--- src/rtl/didf_pkg.sv ---
// package of constants for the digital input debounce filter
// assumes a single 100 MHz clock domain
package didf_pkg;

  localparam int unsigned CLK_FREQ_HZ      = 100_000_000;
  localparam int unsigned TICK_NS_SERVO    = 125_000;  // 125 us processor cycle
  localparam int unsigned TICK_NS_OTHER    = 100_000;  // 100 us processor cycle
  localparam int unsigned CLK_PERIOD_NS    = 1_000_000_000 / CLK_FREQ_HZ;
  localparam int unsigned TICK_CYC_SERVO   = TICK_NS_SERVO / CLK_PERIOD_NS;
  localparam int unsigned TICK_CYC_OTHER   = TICK_NS_OTHER / CLK_PERIOD_NS;

  localparam int unsigned NUM_CH           = 8;
  localparam int unsigned NUM_RAW          = 16;
  localparam int unsigned CH_W             = 3;
  localparam int unsigned FVAL_W           = 16;
  localparam int unsigned DIV_W            = 14;
  localparam logic [FVAL_W-1:0] FVAL_RST   = 16'h0000;
  localparam logic              REASSIGN_RST = 1'b0;
  localparam int unsigned ALT_BASE         = 8;

endpackage

--- src/rtl/didf_channel.sv ---
// one debounce channel: saturating up/down counter against a filter value
// assumes tick_i is a one-cycle enable and raw_i is synchronous to clk_i
`timescale 1ns/1ps
`default_nettype none
module didf_channel
  import didf_pkg::*;
(
  input  wire logic              clk_i,     // system clock
  input  wire logic              rst_n_i,   // synchronised reset, active low
  input  wire logic              init_i,    // load from raw level
  input  wire logic              tick_i,    // processor-cycle enable
  input  wire logic              raw_i,     // raw input level
  input  wire logic [FVAL_W-1:0] fval_i,    // programmed filter value
  output logic                   state_o,   // filtered state
  output logic                   steady_o   // counter pinned at an end
);

  typedef struct packed {
    logic [FVAL_W-1:0] cnt;
    logic              state;
  } didf_ch_t;

  didf_ch_t st_r;
  didf_ch_t st_nxt;

  always_comb
  begin
    st_nxt = st_r;
    if (init_i)
    begin
      st_nxt.cnt   = raw_i ? fval_i : '0;              // [RQ14]
      st_nxt.state = raw_i;
    end
    else if (fval_i == '0)
    begin
      st_nxt.cnt   = '0;
      st_nxt.state = raw_i;                            // [RQ3]
    end
    else if (tick_i)
    begin
      if (st_r.cnt > fval_i)
        st_nxt.cnt = fval_i;                           // [RQ13]
      else if (raw_i && st_r.cnt != fval_i)
        st_nxt.cnt = st_r.cnt + 16'h0001;              // [RQ4] [RQ13]
      else if (!raw_i && st_r.cnt != '0)
        st_nxt.cnt = st_r.cnt - 16'h0001;              // [RQ4] [RQ13]
      if (st_nxt.cnt == fval_i)
        st_nxt.state = 1'b1;                           // [RQ1] [RQ5] [RQ6]
      else if (st_nxt.cnt == '0)
        st_nxt.state = 1'b0;                           // [RQ5] [RQ6] [RQ9]
    end
  end

  always_ff @(posedge clk_i or negedge rst_n_i)
  begin
    if (!rst_n_i)
      st_r <= '0;
    else
      st_r <= st_nxt;
  end

  assign state_o  = st_r.state;
  assign steady_o = (st_r.cnt == '0) || (st_r.cnt == fval_i);

endmodule
`default_nettype wire

--- src/rtl/didf_top.sv ---
// digital input debounce filter: tick divider, filter value store,
// channel array and wait-for-input-level helper
// assumes raw inputs and host command strobes are synchronous to clk_i
//
// ******************************************************************
// Overview of operation
// RQ1: filtered state changes after steady programmed cycles
// RQ2: tick 125 us or 100 us per build
// RQ3: zero filter value passes raw level through
// RQ4: count up when high, down when low
// RQ5: report change only at threshold
// RQ6: low at zero, high at filter value
// RQ7: filters disabled after factory defaults
// RQ8: wait completes at once if already satisfied
// RQ9: clean edge lags by filter period
// RQ10: per-input value, set and read back
// RQ11: values retained after save, except one series
// RQ12: reassign channels to alternate input group
// RQ13: counter saturates, never wraps
// RQ14: counters start from raw level at reset
// ******************************************************************
`timescale 1ns/1ps
`default_nettype none
module didf_top
  import didf_pkg::*;
#(
  parameter bit SERVO_TICK     = 1'b0,  // 1 selects 125 us tick
  parameter bit VOLATILE_STORE = 1'b0   // 1: save does not retain values
)
(
  input  wire logic              clk_i,          // system clock
  input  wire logic              rstn_i,         // async reset, active low
  input  wire logic [NUM_RAW-1:0] raw_i,         // raw input levels
  input  wire logic              fval_wr_i,      // write filter value strobe
  input  wire logic [CH_W-1:0]   fval_ch_i,      // channel for write/read
  input  wire logic [FVAL_W-1:0] fval_i,         // filter value to write
  output logic      [FVAL_W-1:0] fval_rd_o,      // filter value read back
  input  wire logic              reassign_i,     // alternate input group
  input  wire logic              save_i,         // save parameters strobe
  input  wire logic              nv_valid_i,     // stored set is valid
  input  wire logic [FVAL_W*NUM_CH-1:0] nv_fval_i, // stored filter values
  input  wire logic              nv_reassign_i,  // stored group select
  output logic                   nv_wr_o,        // store write pulse
  output logic [FVAL_W*NUM_CH-1:0] nv_fval_o,    // values to store
  output logic                   nv_reassign_o,  // group select to store
  input  wire logic              wait_start_i,   // start wait for level
  input  wire logic [CH_W-1:0]   wait_ch_i,      // channel to wait on
  input  wire logic              wait_level_i,   // required level
  output logic                   wait_busy_o,    // wait in progress
  output logic                   wait_done_o,    // wait finished pulse
  output logic [NUM_CH-1:0]      state_o,        // filtered states
  output logic                   tick_o          // processor-cycle tick
);

  // ****************************************************************
  // reset release
  // ****************************************************************
  logic [1:0] rst_sync_r;
  logic       rst_n;

  always_ff @(posedge clk_i or negedge rstn_i)
  begin
    if (!rstn_i)
      rst_sync_r <= 2'b00;
    else
      rst_sync_r <= {rst_sync_r[0], 1'b1};
  end
  assign rst_n = rst_sync_r[1];

  // ****************************************************************
  // state
  // ****************************************************************
  typedef enum logic [1:0] {
    DIDF_ST_LOAD,
    DIDF_ST_INIT,
    DIDF_ST_RUN
  } didf_mode_t;

  typedef struct packed {
    didf_mode_t                     mode;
    logic [DIV_W-1:0]               div;
    logic                           tick;
    logic [NUM_CH-1:0][FVAL_W-1:0]  fval;
    logic                           reassign;
    logic                           nv_wr;
    logic                           busy;
    logic                           done;
    logic [CH_W-1:0]                wch;
    logic                           wlvl;
    logic [FVAL_W-1:0]              rd;
  } didf_state_t;

  didf_state_t st_r;
  didf_state_t st_nxt;

  // the divider is shared by all channels so every filter samples in step
  localparam logic [DIV_W-1:0] TICK_LAST =
    DIV_W'((SERVO_TICK ? TICK_CYC_SERVO : TICK_CYC_OTHER) - 1);   // [RQ2]

  logic [NUM_CH-1:0] raw_sel;
  logic [NUM_CH-1:0] filt;
  logic              ch_init;

  // a changing group select re-seeds the counters from the new inputs
  assign ch_init = (st_r.mode == DIDF_ST_INIT);

  always_comb
  begin
    for (int i = 0; i < NUM_CH; i++)
    begin
      raw_sel[i] = st_r.reassign ? raw_i[ALT_BASE + i] : raw_i[i];  // [RQ12]
    end
  end

  // ****************************************************************
  // channel array
  // ****************************************************************
  genvar g;
  generate
    for (g = 0; g < NUM_CH; g++)
    begin : g_ch
      didf_channel u_ch (
        .clk_i    (clk_i),
        .rst_n_i  (rst_n),
        .init_i   (ch_init),
        .tick_i   (st_r.tick),
        .raw_i    (raw_sel[g]),
        .fval_i   (st_r.fval[g]),
        .state_o  (filt[g]),
        .steady_o ()
      );
    end
  endgenerate

  // ****************************************************************
  // next state
  // ****************************************************************
  always_comb
  begin
    st_nxt       = st_r;
    st_nxt.tick  = 1'b0;
    st_nxt.nv_wr = 1'b0;
    st_nxt.done  = 1'b0;

    if (st_r.div == TICK_LAST)
    begin
      st_nxt.div  = '0;
      st_nxt.tick = 1'b1;                                          // [RQ2]
    end
    else
      st_nxt.div = st_r.div + 14'h0001;

    case (st_r.mode)
      DIDF_ST_LOAD:
      begin
        // volatile builds ignore the store and keep defaults
        if (nv_valid_i && !VOLATILE_STORE)                         // [RQ11]
        begin
          st_nxt.fval     = nv_fval_i;
          st_nxt.reassign = nv_reassign_i;
        end
        st_nxt.mode = DIDF_ST_INIT;
      end
      DIDF_ST_INIT:
        st_nxt.mode = DIDF_ST_RUN;                                 // [RQ14]
      default:
      begin
        if (fval_wr_i)
          st_nxt.fval[fval_ch_i] = fval_i;                         // [RQ10]
        if (reassign_i != st_r.reassign)
        begin
          st_nxt.reassign = reassign_i;                            // [RQ12]
          st_nxt.mode     = DIDF_ST_INIT;
        end
        if (save_i && !VOLATILE_STORE)
          st_nxt.nv_wr = 1'b1;                                     // [RQ11]
      end
    endcase

    st_nxt.rd = st_r.fval[fval_ch_i];                              // [RQ10]

    if (st_r.busy)
    begin
      if (filt[st_r.wch] == st_r.wlvl)
      begin
        st_nxt.busy = 1'b0;
        st_nxt.done = 1'b1;                                        // [RQ9]
      end
    end
    else if (wait_start_i && st_r.mode == DIDF_ST_RUN)
    begin
      // a filtered level that already matches needs no further delay
      if (filt[wait_ch_i] == wait_level_i)
        st_nxt.done = 1'b1;                                        // [RQ8]
      else
      begin
        st_nxt.busy = 1'b1;
        st_nxt.wch  = wait_ch_i;
        st_nxt.wlvl = wait_level_i;
      end
    end
  end

  always_ff @(posedge clk_i or negedge rst_n)
  begin
    if (!rst_n)
    begin
      st_r          <= '0;
      st_r.mode     <= DIDF_ST_LOAD;
      st_r.fval     <= {NUM_CH{FVAL_RST}};                         // [RQ7]
      st_r.reassign <= REASSIGN_RST;
    end
    else
      st_r <= st_nxt;
  end

  // ****************************************************************
  // outputs
  // ****************************************************************
  assign fval_rd_o     = st_r.rd;
  assign nv_wr_o       = st_r.nv_wr;
  assign nv_fval_o     = st_r.fval;
  assign nv_reassign_o = st_r.reassign;
  assign wait_busy_o   = st_r.busy;
  assign wait_done_o   = st_r.done;
  assign state_o       = filt;
  assign tick_o        = st_r.tick;

endmodule
`default_nettype wire
--- config.mk ---
export PLATFORM = sky130hd
export DESIGN_NAME = didf_top
export DESIGN_NICKNAME = d
export VERILOG_FILES = /design/src/rtl/didf_pkg.sv /design/src/rtl/didf_channel.sv /design/src/rtl/didf_top.sv
export SDC_FILE = /design/constraint.sdc
export NUM_CORES = 2
export LEC_CHECK = 0
export BUFFER_PORTS_ARGS = -buffer_cell sky130_fd_sc_hd__buf_2
export CORE_ASPECT_RATIO = 0.8
export CORE_MARGIN = 2
export CORE_UTILIZATION = 35
export CTS_BUF_LIST = sky130_fd_sc_hd__clkbuf_4 sky130_fd_sc_hd__clkbuf_8 sky130_fd_sc_hd__clkbuf_16
export CTS_CLUSTER_DIAMETER = 120
export DETAILED_ROUTE_END_ITERATION = 10
export PLACE_DENSITY = 0.56
export SETUP_SLACK_MARGIN = 0.5
export SLEW_MARGIN = 20
export SYNTH_ARGS = -nofsm -noshare
export SYNTH_HDL_FRONTEND = slang
export SYNTH_SLANG_ARGS = --single-unit
--- constraint.sdc ---
create_clock -name clk_i -period 9.3 [get_ports clk_i]
set_clock_uncertainty 0.1 [all_clocks]
set_input_delay 0 -clock clk_i [delete_from_list [all_inputs] [get_ports clk_i]]
set_output_delay 0 -clock clk_i [all_outputs]
set_load 0.02 [all_outputs]
==> impl_metrics.tcl <==
set metrics [dict create \
    cts_num_sinks 307 \
    postCtsSetupBuffers 0 \
    hold_path.class "in2reg" \
    place.gp.congestion 1.00 \
    crit_slowest_cell "mux2i_1" \
    p_per_area_nw_per_um2 390 \
    synth_ff_type "dfrtp_1" \
    grt_pass1_wl_mm 196 \
    worstSkewPairLatency_ps 580 \
    max-slew-margin-rel_pct 30.4 \
    holdPathStages 3 \
    cts_made_buffers 39 \
    p_leak_nw 14.6 \
    syn_nets 3901 \
    endpoint_kind "register" \
    yosys_warnings 0 \
    coreArea_um2 79000 \
    async_reset_ff_share_pct 100 \
    die_y_um 257 \
    hold_viol 0 \
    mostFrequentLayoutCell "nor2_1" \
    irDropWorstVdd_uv 167 \
    fmax_ghz 0.221 \
    via_count 30383 \
    setup_violations 0 \
    htreeDepth 2 \
    routed_wl_mm 135 \
    antenna_found_initial 5 \
    tritoncts "yes" \
    cpPeakStageDelay_ps 850 \
    period_needed_ps 4530 \
    placed_area_um2 29400 \
    synth-edff-count 0 \
    row_count 92 \
    die-area_um2 82300 \
    outcome "complete, no violations" \
    ioPinCount 332 \
    start_kind "register" \
    ys_seq_area_share_pct 27.4 \
    wl_per_cell_um 27.2 \
    worstSetupPathType "reg2reg" \
    tightest_slew_ps 1030 \
    design_area_um2 33400 \
    rsz0062_at_grt "false" \
    crit_top_cell "nand4_1" \
    first_global_vias 28289 \
    avgSynthCellArea_um2 7.84 \
    grt.total_usage_pct 31.6 \
    start_util_pct 35.5 \
    nFillCells 8013 \
    reg2reg_slack_ps 4770 \
    vias_per_cell 6.14 \
    maxCapViolCount 0 \
    clockRootBuffer "clkbuf_16" \
    drtIter0Drc 3765 \
    grt_max_degree 74 \
    drive_gt1_share_pct 13.8 \
    fin_util_pct 42.3 \
    drc 0 \
    holdWs_ps 50.7 \
    layout_common_cells "389 x nor2_1, 338 x a21oi_1, 331 x buf_2" \
    grt_remaining_overflow 0 \
    crit_path_max_fanout 14 \
    place_hpwl_mm 97.8 \
    drv_slew 0 \
    dieWidth_um 320 \
    io_buffers 331 \
    dr.pass1.iters 6 \
    clockBufferDepth 3 \
    regToRegStartpoint "nv_reassign_o$_DFFE_PN0P_" \
    cp_cell_sequence "buf_4 -> mux2i_1 -> nand4_1 -> a211oi_2 -> o221ai_1 -> a221o_1 -> nor4_1 -> nand4_1 -> or4_1 -> a41oi_1" \
    crit_arrival_ps 4910 \
    fin_nets 4210 \
    path_clk_slew_ps 60 \
    ys_seq_elements 307 \
    worstPathRequired_ps 9680 \
    fin_tns_setup_ps 0 \
    ant_nets 0 \
    fin_crit_sh_pct 48.7 \
    rr_worst_depth 10 \
    reg2reg_to "g_ch[1].u_ch.state_o$_DFFE_PN0P_" \
    area_growth_pct 19.4 \
    syn_inst 3573 \
    min_to "nv_fval_o[43]$_DFFE_PN0P_" \
    netlist_area_um2 28000 \
    hold_start "fval_i[11]" \
    ys_types 94 \
]
[repair_timing]
action                                 4_1_cts  5_1_grt
endpoints found under the hold margin      150        0
hold buffers                               271        0
resized for setup                            0        0
[through the flow]
stage	power (W)	worst slack (ps)	std cells
detailed placement	0.0109	4890	4604
floorplan	0.00854	4180	3573
CTS	0.0128	4870	4944
global placement	0.0110	5040	4604
finish	0.0130	4770	4949
global route	0.0138	4570	4945
[area by class of cell]
type / instances / area (um2) / area share, %
diodes: 5 / 12.5 / 0.0374
clock buffers: 53 / 1150 / 3.45
clock inverters: 16 / 150 / 0.449
inverters: 187 / 702 / 2.10
multi-input cells: 2692 / 17600 / 52.8
flip-flops and latches: 307 / 7690 / 23.0
well taps: 1034 / 1290 / 3.87
repair buffers: 655 / 4770 / 14.3
[report_power, final]
group	switching [W]	total [W]	leakage (nW)	internal, W
Clock	0.000670	0.00160	0.641	0.000927
Combinational	0.00469	0.00769	10.3	0.00300
Sequential	0.00181	0.00373	3.62	0.00193
[sequential cells by signal (all words and copies together), names as in the netlist]
register           flops
nv_fval_o            128
nv_wr_o                1
wait_busy_o            1
fval_rd_o             16
nv_reassign_o          1
wait_done_o            1
g_ch.u_ch.state_o      8
g_ch.u_ch.st_r       128
rst_sync_r             2
tick_o                 1
st_r                  20
[Yosys cell counts, types with 32 or more instances]
cell type | number | area share [%]
a21oi_1 | 338 | 6.0
a22oi_1 | 145 | 3.9
buf_4 | 152 | 4.1
clkbuf_1 | 193 | 2.6
dfrtp_1 | 307 | 27
ha_1 | 153 | 6.8
inv_1 | 187 | 2.5
nand2_1 | 209 | 2.8
nand3_1 | 78 | 1.4
nand4_1 | 108 | 2.4
nor2_1 | 390 | 5.2
nor3_1 | 99 | 1.8
nor4_1 | 69 | 1.5
o21ai_0 | 129 | 2.3
o22ai_1 | 154 | 3.4
or3_1 | 32 | 0.72
or4_1 | 32 | 0.86
xnor2_1 | 158 | 4.9
xor2_1 | 49 | 1.5
[worst max-delay path by stage]
stage | startpoint | endpoint | slack (ps) | cells after the start
6_report | nv_reassign_o$_DFFE_PN0P_ | g_ch[1].u_ch.state_o$_DFFE_PN0P_ | 4770 | 10
5_1_grt | nv_reassign_o$_DFFE_PN0P_ | g_ch[1].u_ch.state_o$_DFFE_PN0P_ | 4570 | 10
4_1_cts | nv_reassign_o$_DFFE_PN0P_ | g_ch[1].u_ch.state_o$_DFFE_PN0P_ | 4870 | 10
3_5_place_dp | nv_reassign_o$_DFFE_PN0P_ | g_ch[1].u_ch.state_o$_DFFE_PN0P_ | 4890 | 10
3_3_place_gp | nv_reassign_o$_DFFE_PN0P_ | g_ch[1].u_ch.state_o$_DFFE_PN0P_ | 5040 | 10
2_1_floorplan | rst_sync_r[1]$_DFF_PN0_ | fval_rd_o[0]$_DFF_PN0_ | 4180 | 0
[worst max-delay path, delay by kind of cell (launching register included)]
| family | cells | cell delay, ps |
|---|---|---|
| compound gates | 4 | 1230 |
| mux | 1 | 850 |
| simple gates | 4 | 1380 |
| flops | 1 | 470 |
| buf+inv | 1 | 360 |
[metal layers]
| layer | track usage [%] | vias to the layer above | share of wire, % |
|---|---|---|---|
| met3 | 7.20 | 254 | 10 |
| met1 | 45.2 | 14776 | 44 |
| li1 | - | 13659 | - |
| met4 | 11.8 | 2 | 3.9 |
| met2 | 46.1 | 1692 | 42 |
| met5 | 0 | - | 0.0059 |
[cell families (layout without fill, tap and decap cells)]
logic type | count (synthesis) | after routing | synth area share [%]
flops | 307 | 307 | 27.4
simple gates | 1206 | 1206 | 21.9
buf+inv | 574 | 911 | 9.87
mux | 44 | 44 | 1.82
compound gates | 1066 | 1066 | 24.5
xor+xnor | 222 | 222 | 7.68
other cells | 1 | 6 | 0.0134
fa+ha+maj | 153 | 153 | 6.84
Power figures use the tool's default switching activity.
